**src/pkg/srx_defines.svh**
```systemverilog
// offsets, field positions, reset values and counts of the receiver gating
`ifndef SRX_DEFINES_SVH
`define SRX_DEFINES_SVH

// register offsets
`define SRX_OFS_CFG_TWO      7'h0A
`define SRX_OFS_BUF_CFG      7'h0B

// receiver_config_two fields
`define SRX_C2_MUTE          7
`define SRX_C2_PREF_EN       6
`define SRX_C2_PSEL_HI       5
`define SRX_C2_PSEL_LO       4
`define SRX_C2_NONAUDIO      1
`define SRX_C2_INVALID       0
`define SRX_C2_MASK          8'hF3
`define SRX_C2_RESET         8'h00

// receiver_buffer_config fields
`define SRX_BC_TAPE_ONLY     5
`define SRX_BC_SPLIT         4
`define SRX_BC_CHANGE        3
`define SRX_BC_MODE_HI       2
`define SRX_BC_MODE_LO       1
`define SRX_BC_SIZE          0
`define SRX_BC_MASK          8'h3F
`define SRX_BC_RESET         8'h00

// channel-status block and user buffer sizes
`define SRX_CS_FRAMES        192
`define SRX_CS_BITS_KEPT     40
`define SRX_UBUF_SMALL       384
`define SRX_UBUF_LARGE       768

`endif

```
**src/pkg/srx_pkg.sv**
```systemverilog
// types of the receiver gating and user-bit buffering block
package srx_pkg;
	// user buffer modes
	typedef enum logic [1:0] {
		SRX_UMODE_DISCARD,
		SRX_UMODE_DOUBLE,
		SRX_UMODE_FORMAT,
		SRX_UMODE_RESERVED
	} srx_umode_e;

	// pll reference port choice
	typedef enum logic [1:0] {
		SRX_REF_PLAYBACK,
		SRX_REF_AUX_IN,
		SRX_REF_RECORD,
		SRX_REF_AUX_OUT
	} srx_ref_e;
endpackage : srx_pkg

```
**src/srx_skid.sv**
```systemverilog
// two-entry buffer between receiver gating and the rate converter
`timescale 1ns/1ps
module srx_skid #(
	parameter int WIDTH = 24
) (
	// clock and reset
	input  wire logic             core_clk,
	input  wire logic             arst_n,
	// filling side
	input  wire logic             in_valid,
	output logic                  in_ready,
	input  wire logic [WIDTH-1:0] in_data,
	// draining side
	output logic                  out_valid,
	input  wire logic             out_ready,
	output logic [WIDTH-1:0]      out_data
);
	logic [WIDTH-1:0] slot_reg [0:1];  // storage
	logic             rd_ptr_reg;      // next slot to drain
	logic             wr_ptr_reg;      // next slot to fill
	logic [1:0]       count_reg;       // words held
	wire              push = in_valid && in_ready;
	wire              pop  = out_valid && out_ready;

	// ready and valid are plain decodes of the count register
	assign in_ready  = (count_reg != 2'h2);
	assign out_valid = (count_reg != 2'h0);
	assign out_data  = slot_reg[rd_ptr_reg];

	// pointers and count
	always_ff @(posedge core_clk or negedge arst_n) begin
		if (!arst_n) begin
			rd_ptr_reg <= 1'b0;
			wr_ptr_reg <= 1'b0;
			count_reg  <= 2'h0;
		end else begin
			if (push)
				wr_ptr_reg <= ~wr_ptr_reg;
			if (pop)
				rd_ptr_reg <= ~rd_ptr_reg;
			count_reg <= count_reg + {1'b0, push} - {1'b0, pop};
		end
	end

	// data slots, no reset needed
	always_ff @(posedge core_clk) begin
		if (push)
			slot_reg[wr_ptr_reg] <= in_data;
	end
endmodule : srx_skid

```
**src/srx_cs_tracker.sv**
```systemverilog
// channel-status block collection and block flag
`timescale 1ns/1ps
`include "srx_defines.svh"
module srx_cs_tracker (
	// clock and reset
	input  wire logic        core_clk,
	input  wire logic        arst_n,
	// frame stream, channel A subframes only
	input  wire logic        frame_stb,
	input  wire logic        block_start,
	input  wire logic        cs_bit,
	// control
	input  wire logic        change_mode,
	input  wire logic        flag_clear,
	// results
	output logic             status_block_flag,
	output logic [7:0]       cs_byte0,
	output logic [7:0]       cs_byte1
);
	logic [7:0]  frame_cnt_reg;    // frame in block
	logic        in_block_reg;     // aligned to a Z preamble
	logic [39:0] cur_reg;          // first five bytes being built
	logic [39:0] prev_reg;         // first five bytes of last block
	logic        flag_reg;         // sticky block flag
	wire  [7:0]  frame_idx = block_start ? 8'h00 : frame_cnt_reg;
	wire         active    = frame_stb && (block_start || in_block_reg);
	wire         block_end = active &&
		(frame_idx == 8'(`SRX_CS_FRAMES - 1));
	// last bits of the fifth byte land in the closing compare
	wire  [39:0] cur_full  = cur_reg;
	wire         differs   = (cur_full != prev_reg);
	wire         set_flag  = block_end && (!change_mode || differs);

	assign status_block_flag = flag_reg;
	assign cs_byte0 = prev_reg[7:0];
	assign cs_byte1 = prev_reg[15:8];

	// frame counter, realigned at each Z
	always_ff @(posedge core_clk or negedge arst_n) begin
		if (!arst_n) begin
			frame_cnt_reg <= 8'h00;
			in_block_reg  <= 1'b0;
		end else if (active) begin
			frame_cnt_reg <= block_end ? 8'h00 : frame_idx + 8'h01;
			in_block_reg  <= !block_end;
		end
	end

	// collect bits, lsb of byte 0 first
	always_ff @(posedge core_clk or negedge arst_n) begin
		if (!arst_n) begin
			cur_reg  <= 40'h0;
			prev_reg <= 40'h0;
		end else begin
			if (active && frame_idx < 8'(`SRX_CS_BITS_KEPT))
				cur_reg[frame_idx[5:0]] <= cs_bit;
			if (block_end)
				prev_reg <= cur_reg;
		end
	end

	// sticky flag, a set beats a clear in the same cycle
	always_ff @(posedge core_clk or negedge arst_n) begin
		if (!arst_n)
			flag_reg <= 1'b0;
		else if (set_flag)
			flag_reg <= 1'b1;
		else if (flag_clear)
			flag_reg <= 1'b0;
	end
endmodule : srx_cs_tracker

```
**src/srx_top.sv**
```systemverilog
// receiver output gating, pll reference choice and user-bit buffering
`timescale 1ns/1ps
`include "srx_defines.svh"
module srx_top #(
	parameter int         SAMPLE_W     = 24,
	parameter logic [6:0] TAPE_CATEGORY = 7'h03
) (
	// clock and reset
	input  wire logic                core_clk,
	input  wire logic                arst_n,
	// register port from the control interface
	input  wire logic [6:0]          reg_addr,
	input  wire logic                reg_wr_en,
	input  wire logic [7:0]          reg_wdata,
	input  wire logic                reg_rd_en,
	output logic [7:0]               reg_rdata,
	output logic                     reg_rd_valid,
	input  wire logic                status_flag_clear,
	// left/right clock pins
	input  wire logic                preamble_lrclk,
	input  wire logic                playback_lrclk,
	input  wire logic                aux_in_lrclk,
	input  wire logic                record_lrclk,
	input  wire logic                aux_out_lrclk,
	output logic                     pll_ref_lrclk,
	// decoded receiver subframes
	input  wire logic                rx_valid,
	output logic                     rx_ready,
	input  wire logic [SAMPLE_W-1:0] rx_sample,
	input  wire logic                rx_chan_b,
	input  wire logic                rx_block_start,
	input  wire logic                rx_validity,
	input  wire logic                rx_user_bit,
	input  wire logic                rx_cs_bit,
	input  wire logic                rx_non_audio,
	input  wire logic                rx_compressed,
	// receiver audio output
	output logic                     aud_valid,
	output logic [SAMPLE_W-1:0]      aud_sample,
	// rate converter input
	output logic                     src_valid,
	input  wire logic                src_ready,
	output logic [SAMPLE_W-1:0]      src_sample,
	// user bits
	input  wire logic [10:0]         user_rd_addr,
	output logic                     user_rd_data,
	output logic                     user_buf_done,
	output logic                     user_buf_which,
	output logic                     user_iu_valid,
	output logic [7:0]               user_iu_data,
	output logic                     user_bit_event,
	// channel status
	output logic                     status_block_flag,
	output logic                     professional_flag,
	output logic [3:0]               pro_user_format
);
	import srx_pkg::*;

	// register file
	logic [7:0] cfg_two_reg;            // receiver_config_two
	logic [7:0] buf_cfg_reg;            // receiver_buffer_config
	logic [7:0] rdata_reg;              // read data
	logic       rd_valid_reg;           // read answer strobe

	// decoded controls
	wire        receiver_hard_silence = cfg_two_reg[`SRX_C2_MUTE];
	wire        port_reference_enable = cfg_two_reg[`SRX_C2_PREF_EN];
	srx_ref_e   reference_port_choice;
	wire        block_non_audio       = cfg_two_reg[`SRX_C2_NONAUDIO];
	wire        block_invalid_samples = cfg_two_reg[`SRX_C2_INVALID];
	wire        tape_id_interrupt_only = buf_cfg_reg[`SRX_BC_TAPE_ONLY];
	wire        user_bits_split       = buf_cfg_reg[`SRX_BC_SPLIT];
	wire        status_interrupt_on_change = buf_cfg_reg[`SRX_BC_CHANGE];
	srx_umode_e user_buffer_mode;
	wire        user_buffer_size      = buf_cfg_reg[`SRX_BC_SIZE];

	// multi-bit fields seen through their enum types
	assign reference_port_choice =
		srx_ref_e'(cfg_two_reg[`SRX_C2_PSEL_HI:`SRX_C2_PSEL_LO]);
	assign user_buffer_mode =
		srx_umode_e'(buf_cfg_reg[`SRX_BC_MODE_HI:`SRX_BC_MODE_LO]);

	// address decode
	wire hit_two = (reg_addr == `SRX_OFS_CFG_TWO);
	wire hit_buf = (reg_addr == `SRX_OFS_BUF_CFG);
	// unmapped offsets read back as zero
	wire [7:0] rd_mux = hit_two ? cfg_two_reg :
		hit_buf ? buf_cfg_reg : 8'h00;

	// writes keep only defined bits
	always_ff @(posedge core_clk or negedge arst_n) begin
		if (!arst_n) begin
			cfg_two_reg <= `SRX_C2_RESET;
			buf_cfg_reg <= `SRX_BC_RESET;
		end else if (reg_wr_en) begin
			if (hit_two)
				cfg_two_reg <= reg_wdata & `SRX_C2_MASK;
			if (hit_buf)
				buf_cfg_reg <= reg_wdata & `SRX_BC_MASK;
		end
	end

	// read answer one cycle after the request
	always_ff @(posedge core_clk or negedge arst_n) begin
		if (!arst_n) begin
			rdata_reg    <= 8'h00;
			rd_valid_reg <= 1'b0;
		end else begin
			rd_valid_reg <= reg_rd_en;
			if (reg_rd_en)
				rdata_reg <= rd_mux;
		end
	end
	assign reg_rdata    = rdata_reg;
	assign reg_rd_valid = rd_valid_reg;

	// pin synchronisers: three stages, value taken when last two agree
	logic [4:0] pin_s1_reg;             // first stage, read by stage two
	logic [4:0] pin_s2_reg;             // second stage
	logic [4:0] pin_s3_reg;             // third stage
	logic [4:0] pin_val_reg;            // accepted levels
	wire  [4:0] pin_raw = {aux_out_lrclk, record_lrclk, aux_in_lrclk,
		playback_lrclk, preamble_lrclk};
	// a level counts once stages two and three agree
	wire  [4:0] pin_agree = ~(pin_s2_reg ^ pin_s3_reg);

	always_ff @(posedge core_clk or negedge arst_n) begin
		if (!arst_n) begin
			pin_s1_reg  <= 5'h00;
			pin_s2_reg  <= 5'h00;
			pin_s3_reg  <= 5'h00;
			pin_val_reg <= 5'h00;
		end else begin
			pin_s1_reg  <= pin_raw;
			pin_s2_reg  <= pin_s1_reg;
			pin_s3_reg  <= pin_s2_reg;
			pin_val_reg <= (pin_s3_reg & pin_agree) |
				(pin_val_reg & ~pin_agree);
		end
	end

	// pll reference selection
	logic pll_ref_reg;                  // chosen left/right clock
	wire  port_lr = pin_val_reg[3'(reference_port_choice) + 3'h1];
	wire  ref_next = port_reference_enable ? port_lr : pin_val_reg[0];

	always_ff @(posedge core_clk or negedge arst_n) begin
		if (!arst_n)
			pll_ref_reg <= 1'b0;
		else
			pll_ref_reg <= ref_next;
	end
	assign pll_ref_lrclk = pll_ref_reg;

	// sample path: accept only while the buffer can take a word
	logic skid_ready;                   // buffer has room
	assign rx_ready = skid_ready;
	wire take = rx_valid && skid_ready;
	// gated words are still taken, only the converter misses them
	wire drop = rx_compressed ||
		(block_non_audio && rx_non_audio) ||
		(block_invalid_samples && rx_validity);
	// silence replaces the sample on both outputs
	wire [SAMPLE_W-1:0] heard = receiver_hard_silence ?
		'0 : rx_sample;

	srx_skid #(
		.WIDTH(SAMPLE_W)
	) u_skid (
		.core_clk (core_clk),
		.arst_n   (arst_n),
		.in_valid (rx_valid && !drop),
		.in_ready (skid_ready),
		.in_data  (heard),
		.out_valid(src_valid),
		.out_ready(src_ready),
		.out_data (src_sample)
	);

	// receiver audio output
	logic                aud_valid_reg;  // sample strobe
	logic [SAMPLE_W-1:0] aud_sample_reg; // muted or passed sample

	always_ff @(posedge core_clk or negedge arst_n) begin
		if (!arst_n) begin
			aud_valid_reg  <= 1'b0;
			aud_sample_reg <= '0;
		end else begin
			aud_valid_reg <= take;
			if (take)
				aud_sample_reg <= heard;
		end
	end
	assign aud_valid  = aud_valid_reg;
	assign aud_sample = aud_sample_reg;

	// channel status block collection
	logic [7:0] cs_byte0;               // completed block byte 0
	logic [7:0] cs_byte1;               // completed block byte 1

	srx_cs_tracker u_cs (
		.core_clk         (core_clk),
		.arst_n           (arst_n),
		.frame_stb        (take && !rx_chan_b),
		.block_start      (rx_block_start),
		.cs_bit           (rx_cs_bit),
		.change_mode      (status_interrupt_on_change),
		.flag_clear       (status_flag_clear),
		.status_block_flag(status_block_flag),
		.cs_byte0         (cs_byte0),
		.cs_byte1         (cs_byte1)
	);

	// professional flag and format come from the last whole block
	wire pro_now = cs_byte0[0];
	// tape category is a consumer-only code in byte 1
	wire tape_cat = !pro_now && (cs_byte1[6:0] == TAPE_CATEGORY);
	assign professional_flag = pro_now;
	assign pro_user_format   = cs_byte1[7:4];

	// double user buffer
	logic       user_mem [0:2*`SRX_UBUF_LARGE-1]; // two buffers
	logic [9:0] ucnt_reg;               // bits in current buffer
	logic [9:0] ucnt_a_reg;             // channel A bits, split mode
	logic [9:0] ucnt_b_reg;             // channel B bits, split mode
	logic       ubuf_sel_reg;           // buffer being filled
	logic       uarmed_reg;             // waiting ended at a Z
	logic       udone_reg;              // buffer full strobe
	logic       uwhich_reg;             // buffer that just filled
	logic       urd_reg;                // read data
	// buffer length and the slot of the next user bit
	wire  [9:0] usize = user_buffer_size ? 10'(`SRX_UBUF_LARGE) :
		10'(`SRX_UBUF_SMALL);
	wire  [9:0] uhalf = {1'b0, usize[9:1]};
	wire        dbl_mode = (user_buffer_mode == SRX_UMODE_DOUBLE);
	wire        ustart = take && rx_block_start;
	// writing starts at a taken Z and stops once the buffer fills
	wire        uwrite = dbl_mode && take && (uarmed_reg || ustart);
	wire  [9:0] uc_tot = ustart ? 10'h000 : ucnt_reg;
	wire  [9:0] uc_a   = ustart ? 10'h000 : ucnt_a_reg;
	wire  [9:0] uc_b   = ustart ? 10'h000 : ucnt_b_reg;
	wire  [9:0] upos   = !user_bits_split ? uc_tot :
		(rx_chan_b ? uhalf + uc_b : uc_a);
	// second buffer sits above the largest first buffer
	wire  [10:0] uaddr = 11'(upos) +
		(ubuf_sel_reg ? 11'(`SRX_UBUF_LARGE) : 11'h000);
	// last slot of the buffer in use
	wire        ufull = uwrite && (uc_tot == usize - 10'h001);

	// fill, then switch to the other buffer and wait for next Z
	always_ff @(posedge core_clk or negedge arst_n) begin
		if (!arst_n) begin
			ucnt_reg     <= 10'h000;
			ucnt_a_reg   <= 10'h000;
			ucnt_b_reg   <= 10'h000;
			ubuf_sel_reg <= 1'b0;
			uarmed_reg   <= 1'b0;
			udone_reg    <= 1'b0;
			uwhich_reg   <= 1'b0;
		end else begin
			udone_reg <= ufull;
			if (!dbl_mode) begin
				uarmed_reg <= 1'b0;
			end else if (ufull) begin
				ucnt_reg     <= 10'h000;
				uarmed_reg   <= 1'b0;
				uwhich_reg   <= ubuf_sel_reg;
				ubuf_sel_reg <= ~ubuf_sel_reg;
			end else if (uwrite) begin
				uarmed_reg <= 1'b1;
				ucnt_reg   <= uc_tot + 10'h001;
				ucnt_a_reg <= rx_chan_b ? uc_a : uc_a + 10'h001;
				ucnt_b_reg <= rx_chan_b ? uc_b + 10'h001 : uc_b;
			end
		end
	end

	// user bit storage and read port
	always_ff @(posedge core_clk) begin
		if (uwrite)
			user_mem[uaddr] <= rx_user_bit;
	end
	always_ff @(posedge core_clk or negedge arst_n) begin
		if (!arst_n)
			urd_reg <= 1'b0;
		else
			urd_reg <= user_mem[user_rd_addr];
	end
	assign user_rd_data   = urd_reg;
	assign user_buf_done  = udone_reg;
	assign user_buf_which = uwhich_reg;

	// formatted user data
	logic [7:0] ushift_reg;             // bits of the unit in work
	logic [3:0] ubits_reg;              // bits held
	logic       iu_valid_reg;           // unit strobe
	logic [7:0] iu_data_reg;            // last unit
	logic       last_id_reg;            // previous ID bit
	logic       event_reg;              // user-bit interrupt strobe
	wire        fmt_mode = (user_buffer_mode == SRX_UMODE_FORMAT);
	wire        fbit = fmt_mode && take;
	// consumer units begin at a one; professional bytes start at Z
	wire        f_idle = (ubits_reg == 4'h0);
	wire        f_skip = f_idle && !pro_now && !rx_user_bit;
	wire        f_restart = pro_now && rx_block_start;
	wire [3:0]  f_cnt = f_restart ? 4'h0 : ubits_reg;
	wire [7:0]  f_shift = {ushift_reg[6:0], rx_user_bit};
	// unit complete on its eighth bit
	wire        f_done = fbit && !f_skip && (f_cnt == 4'h7);
	wire        id_bit = f_shift[6];
	// tape category in consumer format: events only on ID changes
	wire        id_only = tape_id_interrupt_only && !pro_now && tape_cat;
	wire        unit_evt = f_done &&
		(!id_only || (id_bit != last_id_reg));

	always_ff @(posedge core_clk or negedge arst_n) begin
		if (!arst_n) begin
			ushift_reg   <= 8'h00;
			ubits_reg    <= 4'h0;
			iu_valid_reg <= 1'b0;
			iu_data_reg  <= 8'h00;
			last_id_reg  <= 1'b0;
			event_reg    <= 1'b0;
		end else begin
			iu_valid_reg <= f_done;
			// event on each unit (only on ID changes when id_only), or on a full buffer in mode 01
			event_reg    <= unit_evt || (ufull && dbl_mode);
			if (!fmt_mode) begin
				ubits_reg <= 4'h0;
			end else if (fbit && !f_skip) begin
				ushift_reg <= f_shift;
				ubits_reg  <= f_done ? 4'h0 : f_cnt + 4'h1;
				if (f_done) begin
					iu_data_reg <= f_shift;
					last_id_reg <= id_bit;
				end
			end
		end
	end
	assign user_iu_valid  = iu_valid_reg;
	assign user_iu_data   = iu_data_reg;
	assign user_bit_event = event_reg;
endmodule : srx_top

```
**config.mk**
```make
export PLATFORM = sky130hd
export DESIGN_NAME = srx_top
export DESIGN_NICKNAME = d
export VERILOG_FILES = /design/src/pkg/srx_pkg.sv /design/src/srx_skid.sv /design/src/srx_cs_tracker.sv /design/src/srx_top.sv
export VERILOG_INCLUDE_DIRS = /design/src /design/src/pkg
export SDC_FILE = /design/constraint.sdc
export NUM_CORES = 2
export LEC_CHECK = 0
export BUFFER_PORTS_ARGS = -buffer_cell sky130_fd_sc_hd__buf_2
export CORE_MARGIN = 2
export CORE_UTILIZATION = 50
export CTS_CLUSTER_SIZE = 12
export DETAILED_ROUTE_END_ITERATION = 8
export HOLD_SLACK_MARGIN = 0.08
export MAX_ROUTING_LAYER = met4
export PLACE_DENSITY_LB_ADDON = 0.25
export SYNTH_ARGS = -nofsm -noshare
export SYNTH_HDL_FRONTEND = slang
export SYNTH_SLANG_ARGS = --single-unit
```
**constraint.sdc**
```tcl
create_clock -name core_clk -period 5.3 [get_ports core_clk]
set_input_delay 1.06 -clock core_clk [delete_from_list [all_inputs] [get_ports core_clk]]
set_output_delay 1.06 -clock core_clk [all_outputs]
set_load 0.005 [all_outputs]
```
==> flow_summary.yaml <==
outcome:
  outcome: "finished, final reports clean"
pwr:
  p_leak_nw: 28.76
  p_int_mw: 23.28
  seq_power_share_pct: 52.4
  peakVddDrop_uv: 368.5
  total_power_mw: 30.23
  p_sw_mw: 6.952
  clockPowerShare_pct: 40.3
  power.density_nw_per_um2: 345.8
  combPwrFrac_pct: 7.3
  p_sw_share_pct: 23.00
floorplanning:
  rows: 144
  core_um2: 154600
  start_util_pct: 50.49
  dieArea_um2: 159300
  fp.dieW_um: 399.1
  chipHeight_um: 399.1
  io_pins: 149
setup_path:
  worst_path_max_delay_cell: "fa_1"
  worstPathCellList: "nand2b_1, nand3_1, and2_1, ha_1, inv_1, ha_1, xor2_1, and3_1, o21ai_0, o21ai_0, nand2_1, o21ai_0, ha_1, fa_1, nor3b_1, buf_12, nand2_1, buf_4, nor2_1"
  endpoint_kind: "register"
  crit_required_ns: 5.82
  reg2reg_from: "u_skid.count_reg[0]$_DFF_PN0_"
  path_class: "reg -> reg"
  worstSetupStartpoint: "u_skid.count_reg[0]$_DFF_PN0_"
  critical-path-max-stage-delay_ns: 0.60
  start_kind: "register"
  path_max_fanout: 32
  critPathArrivalTime_ns: 5.07
synth:
  synthesis.nets: 5634
  synthTopCellsByCount: "edfxtp_1, nor2_1, mux4_2, clkbuf_1, dfrtp_1"
  synth_ff_type: "edfxtp_1"
  syn_area_um2: 78050
  async_flop_share_pct: 12.05
  synth_top_cell_area_share_pct: 60.94
  ys_seq_area_share_pct: 67.90
  synth.avg_cell_area_um2: 14.06
  yosysWarnings: 0
  synth.ff_latch_count: 1801
  yosysMostFrequentCell: "edfxtp_1"
  synth_edf_count: 1584
  ys_types: 72
  syn_inst: 5553
  synth_top_area_cell: "edfxtp_1"
  synth_area_leaders: "edfxtp_1, mux4_2, nor2_1, dfrtp_1, mux2_2"
grt:
  grt_pass1_wl_mm: 310.0
  grt_overflow_total: 0
  grt_usage_pct: 27.35
  antenna_found_initial: 5
  grt_max_degree: 265
  grt_pass1_vias: 47070
timing:
  period_share_pct: 85.89
  rsz0062_at_grt: "no"
  period_needed_ns: 4.552
  slew_viol_final: 0
  skew_ns: 0.03604
  finalHoldViolations: 0
  finalSetupTns_ns: 0
  finalSetupViolCount: 0
  fmax_ghz: 0.2197
  fin_ws_ns: 0.7478
  worst_pin_slew_ns: 1.242
  max-slew-margin-rel_pct: 17.22
cts:
  cts.sinks: 1801
  cts_buffer_depth: 3
  clk_pin_slew_ns: 0.06
  cts_tree: "done"
  cts_setup_buffers: 0
  cts_hold_buf: 0
  root_buffer: "clkbuf_16"
  insertion_delay_ns: 0.84
  cts_inserted_buffers: 187
  cts_resized: 0
  h-tree-depth: 4
finish:
  drive_gt1_share_pct: 20.14
  largest_reg_flops: 1536
  area_delta_synth_final_pct: 12.02
  nFillCells: 12270
  layout.nets: 5741
  multi_input_area_um2: 23010
  final_area_um2: 87440
  regArea_um2: 53000
place:
  gp_congestion: 0.8504
  dpl.hpwl_mm: 117.2
  placed_cell_area_um2: 81880
  io_buffers: 148
  place_ws_ns: 0.3176
drt:
  num_vias: 48280
  drt_iter0_drc: 6680
  ant_nets: 0
  wl_met2_mm: 101.4
  met3WireLength_mm: 20.19
  top_layer_used: "met4"
  drt-total-wl_mm: 211.1
  vias_per_cell: 6.149
  drt_drc_violations_left: 0
  drtPass1Iterations: 6
  detail_route.wirelength.met1_mm: 83.25
  detail_route.wl_per_cell_um: 26.88
run:
  max_cap_violations: 0
min_path:
  hold_class: "in -> async"
## placed cells by master (no fill, tap or decap), types with 46 or more instances in the layout
cell | synthesis | routed
xor2_1 | 49 | 49
buf_2 | 82 | 144
nand3_1 | 72 | 72
mux2_2 | 161 | 161
nor2b_1 | 51 | 47
edfxtp_1 | 1584 | 1584
nor2_1 | 1578 | 1575
nand2_1 | 207 | 179
mux2i_1 | 177 | 177
clkbuf_16 | 0 | 190
a22oi_1 | 158 | 158
mux4_2 | 312 | 312
dfrtp_1 | 217 | 217
a21oi_1 | 85 | 85
clkbuf_1 | 266 | 67
buf_12 | 0 | 46
o21ai_0 | 59 | 59
buf_4 | 48 | 204
nor3_1 | 62 | 62
## per-layer routing
layer	GRT usage (%)	vias up
met3	4.569	381
li1	-	20560
met2	42.37	2333
met1	37.44	25010
met4	8.318	0
met5	-	-
## power by group through the flow
stage,logic (mW),clock network (mW),registers (mW)
4_1_cts,2.22,12.3,15.8
3_5_place_dp,2.22,0,16.1
3_3_place_gp,2.19,0,16.1
6_report,2.22,12.2,15.8
2_1_floorplan,1.28,0,16.1
5_1_grt,2.36,12.9,15.9
## cells by family (layout without fill, tap and decap cells)
family,count (synthesis),count (layout),synth area share [%]
AND/OR/NAND/NOR,2115,2115,11.11
XOR/XNOR,57,57,0.6396
AO/OA/AOI/OAI,408,408,3.496
flip-flops,1801,1801,67.90
multiplexers,651,651,13.61
adder cells (fa/ha/maj),17,17,0.2661
other,0,3,0
buffers and inverters,504,756,2.988
## critical path, delay by kind of cell, from the launching register on
family                     cells  cell delay, ns
and+or+nand+nor                8            1.51
adders and majority gates      4            1.21
buffers and inverters          3            0.56
AOI/OAI and AO/OA              3            0.42
DFF                            1            0.38
xor gates and xnor gates       1            0.15
## area by class of cell
| class | instances | area share [%] |
|---|---|---|
| Multi-Input combinational cell | 3248 | 26.31 |
| Clock inverter | 74 | 0.5724 |
| Timing Repair Buffer | 398 | 3.698 |
| Inverter | 24 | 0.1030 |
| Sequential cell | 1801 | 60.61 |
| Antenna cell | 3 | 0.008586 |
| Tap cell | 2044 | 2.925 |
| Clock buffer | 260 | 5.772 |
## worst paths after layout
kind	end	cells after the start	slack [ns]
worst max register to register	user_mem[586]$_DFFE_PP_	19	0.75
max in group asynchronous	ucnt_reg[3]$_DFFE_PN0P_	2	3.90
worst min register to register	pin_s2_reg[3]$_DFF_PN0_	0	0.35
worst max-delay path	user_mem[586]$_DFFE_PP_	19	0.75
worst min-delay path	u_cs.prev_reg[32]$_DFFE_PN0P_	1	0.32
min in group core_clk	pin_s1_reg[0]$_DFF_PN0_	1	0.34
## through the flow
step                      hold WS (ns)  cells  utilization (%)
after CTS                       0.2847   7849            56.56
after detailed placement        0.3358   7515            52.97
after global routing            0.2986   7850            56.56
after floorplan                 0.3312   5553                -
final                           0.3244   7852            56.56
after global placement          0.3354   7515            52.97
No activity file was read; power rests on OpenSTA's default activity.
